## config.mk

```make
export PLATFORM = sky130hd
export DESIGN_NAME = core
export DESIGN_NICKNAME = d
export VERILOG_FILES = /design/src/core_pkg.sv /design/src/core.sv
export SDC_FILE = /design/constraint.sdc
export NUM_CORES = 2
export LEC_CHECK = 0
export ABC_AREA = 1
export BUFFER_PORTS_ARGS = -buffer_cell sky130_fd_sc_hd__clkbuf_2
export CAP_MARGIN = 20
export CORE_UTILIZATION = 40
export CTS_BUF_LIST = sky130_fd_sc_hd__clkbuf_16
export CTS_CLUSTER_DIAMETER = 40
export DETAILED_ROUTE_END_ITERATION = 7
export MAX_ROUTING_LAYER = met4
export PLACE_DENSITY = 0.64
export SLEW_MARGIN = 25
export SYNTH_ARGS = -nofsm -noshare
export SYNTH_HDL_FRONTEND = slang
export SYNTH_SLANG_ARGS = --single-unit
```

## constraint.sdc

```tcl
create_clock -name pclk -period 14.5 [get_ports pclk]
set_input_delay 2.175 -clock pclk [delete_from_list [all_inputs] [get_ports pclk]]
set_output_delay 2.175 -clock pclk [all_outputs]
set_load 0.01 [all_outputs]
```

## src/core_pkg.sv

```systemverilog
// shared constants, encodings and types of the 14-bit instruction core
package core_pkg;
  localparam int WORD_W = 14;
  localparam int DATA_W = 8;
  localparam int PC_W = 11;
  localparam int FADDR_W = 7;
  localparam int STACK_DEPTH = 8;
  localparam int SP_W = 3;

  localparam logic [1:0] PHASE_LAST = 2'h3;
  localparam logic [PC_W-1:0] PC_RESET = 11'h000;
  localparam logic [PC_W-1:0] PC_STEP = 11'h001;
  localparam logic [PC_W-1:0] PC_SKIP = 11'h002;
  localparam logic [SP_W-1:0] SP_STEP = 3'h1;

  localparam logic [1:0] PFX_BYTE = 2'h0;
  localparam logic [1:0] PFX_BIT = 2'h1;
  localparam logic [1:0] PFX_JUMP = 2'h2;
  localparam logic [1:0] PFX_LIT = 2'h3;

  localparam logic [3:0] OP_MISC = 4'h0;
  localparam logic [3:0] OP_CLEAR = 4'h1;
  localparam logic [3:0] OP_SUB = 4'h2;
  localparam logic [3:0] OP_DEC = 4'h3;
  localparam logic [3:0] OP_OR = 4'h4;
  localparam logic [3:0] OP_AND = 4'h5;
  localparam logic [3:0] OP_XOR = 4'h6;
  localparam logic [3:0] OP_ADD = 4'h7;
  localparam logic [3:0] OP_MOVE = 4'h8;
  localparam logic [3:0] OP_COMP = 4'h9;
  localparam logic [3:0] OP_INC = 4'hA;
  localparam logic [3:0] OP_DECSZ = 4'hB;
  localparam logic [3:0] OP_RRC = 4'hC;
  localparam logic [3:0] OP_RLC = 4'hD;
  localparam logic [3:0] OP_SWAP = 4'hE;
  localparam logic [3:0] OP_INCSZ = 4'hF;

  localparam logic [1:0] BOP_CLEAR = 2'h0;
  localparam logic [1:0] BOP_SET = 2'h1;
  localparam logic [1:0] BOP_SKIPCLR = 2'h2;
  localparam logic [1:0] BOP_SKIPSET = 2'h3;

  localparam logic [3:0] LOP_OR = 4'h8;
  localparam logic [3:0] LOP_AND = 4'h9;
  localparam logic [3:0] LOP_XOR = 4'hA;

  localparam logic [WORD_W-1:0] W_RETURN = 14'h0008;
  localparam logic [WORD_W-1:0] W_INT_RETURN = 14'h0009;
  localparam logic [WORD_W-1:0] W_WDT = 14'h0064;
  localparam logic [WORD_W-1:0] W_SLEEP = 14'h0063;

  localparam logic [FADDR_W-1:0] FILE_TIMER = 7'h01;
  localparam logic [FADDR_W-1:0] FILE_STATUS = 7'h03;
  localparam logic [FADDR_W-1:0] FILE_PORT = 7'h06;

  localparam int ST_C = 0;
  localparam int ST_DIGIT = 1;
  localparam int ST_Z = 2;

  localparam logic [11:0] REG_CTRL = 12'h000;
  localparam logic [11:0] REG_CORE = 12'h004;
  localparam logic [11:0] REG_ACC = 12'h008;
  localparam int CTRL_RUN = 0;

  typedef enum logic [1:0] {
    ST_HALT = 2'b00,
    ST_RUN = 2'b01,
    ST_SLEEP = 2'b10
  } core_state_t;

  typedef struct packed {
    logic psel;
    logic penable;
    logic pwrite;
    logic [11:0] paddr;
    logic [31:0] pwdata;
  } apb_req_t;
endpackage

```

## src/core.sv

```systemverilog
// instruction decode and execute core with apb control slave
//
// Our own choices: the register addresses and the APB interface to the registers.
`timescale 1ns/100ps
module core
  import core_pkg::*;
(
  input wire logic pclk, // 250 MHz clock
  input wire logic presetn, // async reset, active low
  input wire apb_req_t apb, // apb request group
  output logic [31:0] prdata, // apb read data
  output logic pready, // apb ready
  output logic pslverr, // apb error, unmapped address
  output logic [PC_W-1:0] pmem_addr, // program memory address
  input wire logic [WORD_W-1:0] pmem_data, // program memory word
  input wire logic [DATA_W-1:0] port_pins, // io port pin levels
  output logic [DATA_W-1:0] port_latch, // io port output latch
  input wire logic prescaler_to_timer, // prescaler assigned to timer
  output logic prescaler_clear, // prescaler clear pulse
  output logic wdt_restart, // watchdog restart pulse
  input wire logic wake, // wake from standby
  output logic standby, // core in standby
  output logic gie, // global interrupt enable
  output logic instr_cycle // pulse at each instruction end
);
  core_state_t state;
  logic [1:0] q;
  logic flush;
  logic [PC_W-1:0] pc;
  logic [DATA_W-1:0] w;
  logic c, digit_carry_flag, z, timeout_flag, powerdown_flag;
  logic ctrl_run;
  logic [SP_W-1:0] sp;
  logic [PC_W-1:0] stack [0:STACK_DEPTH-1];
  logic [DATA_W-1:0] file_mem [0:(1<<FADDR_W)-1];
  logic exec, live, err;

  logic [WORD_W-1:0] ins;
  logic [FADDR_W-1:0] f;
  logic [DATA_W-1:0] fval, k, res, mask;
  logic to_dest, wr_w, wr_f, skip, jump, push, pop, do_wdt, do_sleep, set_gie;
  logic next_c, next_digit_carry_flag, next_z;
  logic [PC_W-1:0] target, next_pc;

  // digit carry, carry out and sum; subtraction feeds ~b with carry in
  function automatic logic [9:0] alu_add(input logic [7:0] a, input logic [7:0] b,
                                         input logic cin);
    logic [8:0] s;
    logic [4:0] n;
    s = {1'b0, a} + {1'b0, b} + {8'h00, cin};
    n = {1'b0, a[3:0]} + {1'b0, b[3:0]} + {4'h0, cin};
    return {n[4], s[8], s[7:0]};
  endfunction

  // file read: status assembled, port taken from the pins
  function automatic logic [7:0] file_read(input logic [FADDR_W-1:0] a);
    logic [7:0] v;
    v = file_mem[a];
    if (a == FILE_STATUS) begin
      v = {3'h0, timeout_flag, powerdown_flag, z, digit_carry_flag, c};
    end else if (a == FILE_PORT) begin
      v = port_pins;
    end
    return v;
  endfunction

  assign exec = (state == ST_RUN) && (q == PHASE_LAST);
  assign live = exec && !flush;
  assign ins = pmem_data;
  assign f = ins[FADDR_W-1:0];
  assign k = ins[DATA_W-1:0];
  assign mask = 8'h01 << ins[9:7];
  assign pmem_addr = pc;
  assign standby = (state == ST_SLEEP);
  assign instr_cycle = exec;

  always_comb begin
    fval = file_read(f);
    res = 8'h00;
    to_dest = 1'b0;
    wr_w = 1'b0;
    wr_f = 1'b0;
    skip = 1'b0;
    jump = 1'b0;
    push = 1'b0;
    pop = 1'b0;
    do_wdt = 1'b0;
    do_sleep = 1'b0;
    set_gie = 1'b0;
    next_c = c;
    next_digit_carry_flag = digit_carry_flag;
    next_z = z;
    target = stack[SP_W'(sp - SP_STEP)];
    case (ins[13:12])
      PFX_BYTE: begin
        to_dest = 1'b1;
        case (ins[11:8])
          OP_ADD: {next_digit_carry_flag, next_c, res} = alu_add(fval, w, 1'b0);
          OP_SUB: {next_digit_carry_flag, next_c, res} = alu_add(fval, ~w, 1'b1);
          OP_AND: res = w & fval;
          OP_OR: res = w | fval;
          OP_XOR: res = w ^ fval;
          OP_RLC: {next_c, res} = {fval, c};
          OP_RRC: {res, next_c} = {c, fval};
          OP_DECSZ: begin
            res = fval - 8'h01;
            skip = (res == 8'h00);
          end
          OP_INCSZ: begin
            res = fval + 8'h01;
            skip = (res == 8'h00);
          end
          OP_INC: res = fval + 8'h01;
          OP_DEC: res = fval - 8'h01;
          OP_COMP: res = ~fval;
          OP_MOVE: res = fval;
          OP_SWAP: res = {fval[3:0], fval[7:4]};
          OP_CLEAR: res = 8'h00;
          default: begin
            to_dest = 1'b0;
            if (ins[7]) begin
              res = w;
              wr_f = 1'b1;
            end else if (ins == W_RETURN) begin
              pop = 1'b1;
              jump = 1'b1;
            end else if (ins == W_INT_RETURN) begin
              pop = 1'b1;
              jump = 1'b1;
              set_gie = 1'b1;
            end else if (ins == W_WDT) begin
              do_wdt = 1'b1;
            end else if (ins == W_SLEEP) begin
              do_sleep = 1'b1;
            end
          end
        endcase
        case (ins[11:8])
          OP_ADD, OP_SUB, OP_AND, OP_OR, OP_XOR, OP_INC, OP_DEC, OP_COMP, OP_MOVE,
          OP_CLEAR: next_z = (res == 8'h00);
          default: next_z = z;
        endcase
      end
      PFX_BIT: begin
        case (ins[11:10])
          BOP_CLEAR: begin
            res = fval & ~mask;
            wr_f = 1'b1;
          end
          BOP_SET: begin
            res = fval | mask;
            wr_f = 1'b1;
          end
          BOP_SKIPCLR: skip = ((fval & mask) == 8'h00);
          default: skip = ((fval & mask) != 8'h00);
        endcase
      end
      PFX_JUMP: begin
        jump = 1'b1;
        push = !ins[11];
        target = ins[PC_W-1:0];
      end
      default: begin
        wr_w = 1'b1;
        casez (ins[11:8])
          4'b00??: res = k;
          4'b01??: begin
            res = k;
            pop = 1'b1;
            jump = 1'b1;
          end
          LOP_OR: res = w | k;
          LOP_AND: res = w & k;
          LOP_XOR: res = w ^ k;
          4'b110?: {next_digit_carry_flag, next_c, res} = alu_add(k, ~w, 1'b1);
          4'b111?: {next_digit_carry_flag, next_c, res} = alu_add(k, w, 1'b0);
          default: wr_w = 1'b0;
        endcase
        // the unused literal code writes nothing, so it must leave zero alone too
        if (wr_w && ins[11]) begin
          next_z = (res == 8'h00);
        end
      end
    endcase
    if (to_dest) begin
      wr_f = ins[7];
      wr_w = !ins[7];
    end
    // an explicit write to status wins over the instruction's own flags
    if (wr_f && f == FILE_STATUS) begin
      next_c = res[ST_C];
      next_digit_carry_flag = res[ST_DIGIT];
      next_z = res[ST_Z];
    end
    next_pc = jump ? target : (skip ? pc + PC_SKIP : pc + PC_STEP);
  end

  always_ff @(posedge pclk or negedge presetn) begin
    if (!presetn) begin
      q <= 2'h0;
    end else begin
      q <= q + 2'h1;
    end
  end

  always_ff @(posedge pclk or negedge presetn) begin
    if (!presetn) begin
      state <= ST_HALT;
    end else if (!ctrl_run) begin
      state <= ST_HALT;
    end else begin
      case (state)
        ST_HALT: state <= ST_RUN;
        ST_RUN: if (live && do_sleep) state <= ST_SLEEP;
        ST_SLEEP: if (wake) state <= ST_RUN;
        default: state <= ST_HALT;
      endcase
    end
  end

  // the flushed cycle never moves pc: skips and branches already placed it
  always_ff @(posedge pclk or negedge presetn) begin
    if (!presetn) begin
      pc <= PC_RESET;
      flush <= 1'b0;
    end else if (exec) begin
      if (flush) begin
        flush <= 1'b0;
      end else begin
        pc <= next_pc;
        flush <= skip || jump;
      end
    end
  end

  // stack wraps circularly; overflow silently overwrites the oldest entry
  always_ff @(posedge pclk or negedge presetn) begin
    if (!presetn) begin
      sp <= 3'h0;
    end else if (live && push) begin
      stack[sp] <= pc + PC_STEP;
      sp <= sp + SP_STEP;
    end else if (live && pop) begin
      sp <= sp - SP_STEP;
    end
  end

  always_ff @(posedge pclk or negedge presetn) begin
    if (!presetn) begin
      w <= 8'h00;
      c <= 1'b0;
      digit_carry_flag <= 1'b0;
      z <= 1'b0;
      gie <= 1'b0;
    end else if (live) begin
      if (wr_w) w <= res;
      c <= next_c;
      digit_carry_flag <= next_digit_carry_flag;
      z <= next_z;
      if (set_gie) gie <= 1'b1;
    end
  end

  always_ff @(posedge pclk or negedge presetn) begin
    if (!presetn) begin
      timeout_flag <= 1'b1;
      powerdown_flag <= 1'b1;
      wdt_restart <= 1'b0;
    end else begin
      wdt_restart <= live && (do_wdt || do_sleep);
      if (live && do_wdt) begin
        timeout_flag <= 1'b1;
        powerdown_flag <= 1'b1;
      end else if (live && do_sleep) begin
        timeout_flag <= 1'b1;
        powerdown_flag <= 1'b0;
      end
    end
  end

  // file storage holds data only and needs no reset
  always_ff @(posedge pclk) begin
    if (live && wr_f && f != FILE_STATUS && f != FILE_PORT) begin
      file_mem[f] <= res;
    end
  end

  always_ff @(posedge pclk or negedge presetn) begin
    if (!presetn) begin
      port_latch <= 8'h00;
      prescaler_clear <= 1'b0;
    end else begin
      if (live && wr_f && f == FILE_PORT) port_latch <= res;
      prescaler_clear <= live && wr_f && f == FILE_TIMER && prescaler_to_timer;
    end
  end

  // apb: zero wait states, read data captured in the setup cycle
  assign pready = 1'b1;
  assign pslverr = err && apb.psel && apb.penable;

  always_ff @(posedge pclk or negedge presetn) begin
    if (!presetn) begin
      prdata <= 32'h00000000;
      err <= 1'b0;
      ctrl_run <= 1'b0;
    end else begin
      if (apb.psel && !apb.penable) begin
        err <= 1'b0;
        case (apb.paddr)
          REG_CTRL: prdata <= {31'h00000000, ctrl_run};
          REG_CORE: prdata <= {16'h0000, 3'h0, state, pc};
          REG_ACC: prdata <= {8'h00, file_read(FILE_STATUS), 8'h00, w};
          default: begin
            prdata <= 32'h00000000;
            err <= 1'b1;
          end
        endcase
      end
      if (apb.psel && apb.penable && apb.pwrite && apb.paddr == REG_CTRL) begin
        ctrl_run <= apb.pwdata[CTRL_RUN];
      end
    end
  end
endmodule

```

==> reports/metrics.sh <==
RUN_STATUS='completed'
SKEW_NS=0.0285
HTREE_NUM_LEVELS=4
YS_ASYNC_SR_FRACTION_PCT=5.28
SYNTHESIS.YOSYS.WARNINGS=0
CLOCK_SINKS=1174
SYNTH-EDFF-COUNT=1112
NNETSFINAL=5374
HOLD_PATH.STARTPOINT='q[0]'
POST-CTS-SETUP-BUFFERS=0
POSTROUTEWIRELENGTH_UM=148000
TIMING.RR.END='file_mem[14][4]'
FINAL-MAX-SLEW-VIOLATION-COUNT=0
DIE_W_UM=366
WORSTREG2REGSTART='file_mem[38][2]'
DETAILED_PLACE_HPWL_UM=86200
POST_SYNTH_MAIN_AREA_CONTRIBUTORS='sky130_fd_sc_hd__edfxtp_1 (63%), sky130_fd_sc_hd__nand2_1 (12%), sky130_fd_sc_hd__nor2_1 (3.6%)'
STD_CELL_ROWS=133
SYN_AREA_UM2=52900
GRT_PASS1_VIAS=34800
CP-END-KIND='register'
DETAIL_ROUTE.DRC_VIOLATIONS=0
DIE_HEIGHT_UM=366
FINALSETUPTNS_NS=0
WORST_SETUP_PATH_STARTPOINT='pmem_data[0]'
CRIT_REQUIRED_NS=14.86
CRITICAL_PATH_PEAK_FANOUT=102
POST_SYNTH_NUM_CELL_TYPES=53
AREA_DELTA_SYNTH_FINAL_PCT=12.6
HOLDBUFCOUNTCTS=0
WORST_HOLD_PATH_TYPE='reg2reg'
CP-START-KIND='primary input'
LAYOUT_COMMONEST_CELL='sky130_fd_sc_hd__nand2_1'
ROUTABILITYCONGESTION=0.943
GRT_PASS1_WL_UM=218000
DRT-INITIAL-DRC-COUNT=4196
VIA_TOTAL_AFTER_DETAILED_ROUTING=37300
SETUP_VIOL=0
DIE_AREA_UM2=134000
MAX_FREQ_GHz=0.0992
CRITPATHMOSTFREQUENTCELL='sky130_fd_sc_hd__nand2_1'
IOS=131
FINALCRITPERIODSHARE_PCT=69.5
VIASPERCELL=5.25
SETUP_REPAIR_AFTER_GLOBAL_ROUTING_MISSED_ITS_MARGIN='false'
TIMING.FINAL.CRIT_PERIOD_NS=10.08
AVGROUTEDWIREPERCELL_UM=20.8
FINAL_CELL_MIX='sky130_fd_sc_hd__nand2_1 (1729), sky130_fd_sc_hd__edfxtp_1 (1112), sky130_fd_sc_hd__nor2_1 (503)'
CTS_ROOT_BUFFER='sky130_fd_sc_hd__clkbuf_16'
PLACEDINSTANCEAREA_UM2=54800
SLOWEST_CELL_ON_CRIT_PATH='sky130_fd_sc_hd__nor2_8'
FINAL_UTIL_PCT=45.3
LARGEST_NET_DEGREE_AT_THE_START_OF_GLOBAL_ROUTING=119
FIRST_PASS_ITERS=6
R2R_CELLS=25
GRT-OVFL-TOTAL=0
SYNTH_LARGEST_TYPE_AREA_FRACTION_PCT=63.2
POST_SYN_INSTANCES=5165
MAX_STAGE_DELAY_NS=0.79
DRV_CAP=0
NUM-FILL-CELLS=11900
MEAN_INSTANCE_SIZE_IN_THE_SYNTHESIZED_NETLIST_UM2=10.2
DRIVE_ABOVE_1_SHARE_PCT=8.08
FP.COREAREA_UM2=131000
WORST_SLEW_MARGIN_REL_PCT=25.7
DOMINANTREGCELLSYNTH='sky130_fd_sc_hd__edfxtp_1'
SYNTH-SEQ-AREA-SHARE_PCT=66.1
WORST_SLEW_PIN_SLEW_NS=1.10
HOLD_PATH_CELLS=1
TOTALPOWERFINAL_mW=8.86
POST_CTS.RESIZED_INSTANCES=0
GR-USAGE-ALL-LAYERS_PCT=22.5
ANTENNA_FOUND_INITIAL=1
PWR_DENSITY_CELL_nW_PER_UM2=149
MULTIINPUTGATEAREA_UM2=15100
WORST_SKEW_LATE_LATENCY_NS=0.76
LEAKAGE_nW=23.4
NUMBER_OF_BUFFERS_INSERTED_DURING_CLOCK_TREE_SYNTHESIS=143
SETUP.WORST_PATH.CLASS='in2reg'
STDCELL_AREA_UM2=59500
PEAKVDDDROP_mV=0.0930
YOSYS.AREA.TOP_TYPE='sky130_fd_sc_hd__edfxtp_1'
MAX-CLOCK-PATH-BUFFERS=3
TIMING.CRITICAL_PATH.ARRIVAL_NS=10.44
WORST_SETUP_HOLD_PATH_CLK_SLEW_NS=0.06
FINAL-SEQ-AREA_UM2=34900
FF2FF_SETUP_SLACK_NS=7.63
DETAIL-ROUTE-ANTENNA-NETS=0
FLOORPLAN.INITIALDENSITY_PCT=40.3
TRITONCTS='done'
PLACE.PORT_BUFFERS=84
WORST_HOLD_ENDPOINT='q[0]'
FINALHOLDVIOLATIONS=0
YS_FF_LATCH=1174
area by class of cell:
type	count	share of cell area, %
Antenna cell	2	0.00841
Clock buffer	146	6.14
Clock inverter	110	1.73
Inverter	428	2.74
Multi-Input combinational cell	3341	25.3
Sequential cell	1174	58.7
Tap cell	1755	3.69
Timing Repair Buffer	150	1.68
worst max-delay path by stage:
stage | end | slack [ns]
3_3_place_gp | file_mem[38][4] | 3.86
3_5_place_dp | file_mem[36][4] | 3.79
4_1_cts | file_mem[14][4] | 4.57
6_report | file_mem[14][4] | 4.42
2_1_floorplan | file_mem[0][6] | 3.93
5_1_grt | w[4] | 3.97
metal layers:
layer	global-route usage [%]	wire (um)	vias to the layer above	part of all wire, %
li1	-	-	17500	-
met1	29.9	62000	18000	42
met2	35.1	69100	1568	47
met3	3.01	11200	305	7.6
met4	8.79	5370	0	3.6
met5	-	0	-	0
power breakdown:
group / switching, mW / total (mW) / internal, mW / leakage, nW
Combinational: 1.02 / 1.37 / 0.345 / 10.1
Sequential: 0.0657 / 3.98 / 3.91 / 11.0
Clock: 1.43 / 3.52 / 2.08 / 2.35
Total: 2.52 / 8.86 / 6.34 / 23.4
sequential cells by signal (all words and copies together) (netlist names):
register          flops
prescaler_clear       1
q                     2
digit_carry_flag      1
w                     8
err                   1
ctrl_run              1
flush                 1
port_latch            8
pmem_addr            11
state                 2
sp                    3
gie                   1
powerdown_flag        1
stack                88
wdt_restart           1
prdata               18
c                     1
file_mem           1024
z                     1
worst max-delay path: cells and delay by family:
kind | cells | cell delay (ns)
and+or+nand+nor | 17 | 3.39
buffers and inverters | 6 | 2.29
AOI/OAI and AO/OA | 5 | 1.58
adders and majority gates | 2 | 0.70
cells in the mapped netlist (39+ instances only):
master,count
sky130_fd_sc_hd__a21oi_1,116
sky130_fd_sc_hd__a22oi_1,39
sky130_fd_sc_hd__buf_2,112
sky130_fd_sc_hd__buf_4,47
sky130_fd_sc_hd__clkbuf_1,59
sky130_fd_sc_hd__dfrtp_1,61
sky130_fd_sc_hd__edfxtp_1,1112
sky130_fd_sc_hd__ha_1,59
sky130_fd_sc_hd__inv_1,414
sky130_fd_sc_hd__nand2_1,1733
sky130_fd_sc_hd__nand3_1,328
sky130_fd_sc_hd__nor2_1,505
sky130_fd_sc_hd__o21ai_0,249
sky130_fd_sc_hd__o22ai_1,48
kinds of logic after synthesis:
family                   Yosys count  synth area share (%)
other                              2                0.0142
XOR/XNOR                          19                 0.315
buffers and inverters            679                  5.83
flip-flops                      1174                  66.1
adder cells (fa/ha/maj)           63                  1.55
AND/OR/NAND/NOR                 2659                  20.1
AO/OA/AOI/OAI                    569                  6.10
through the flow:
step / cells / worst slack, ns / hold WS (ns)
2_1_floorplan: 5194 / 3.93 / 0.401
3_3_place_gp: 6848 / 3.86 / 0.412
3_5_place_dp: 6848 / 3.79 / 0.428
4_1_cts: 7104 / 4.57 / 0.435
5_1_grt: 7104 / 3.97 / 0.469
6_report: 7106 / 4.42 / 0.424
No activity file was read; power rests on OpenSTA's default activity.
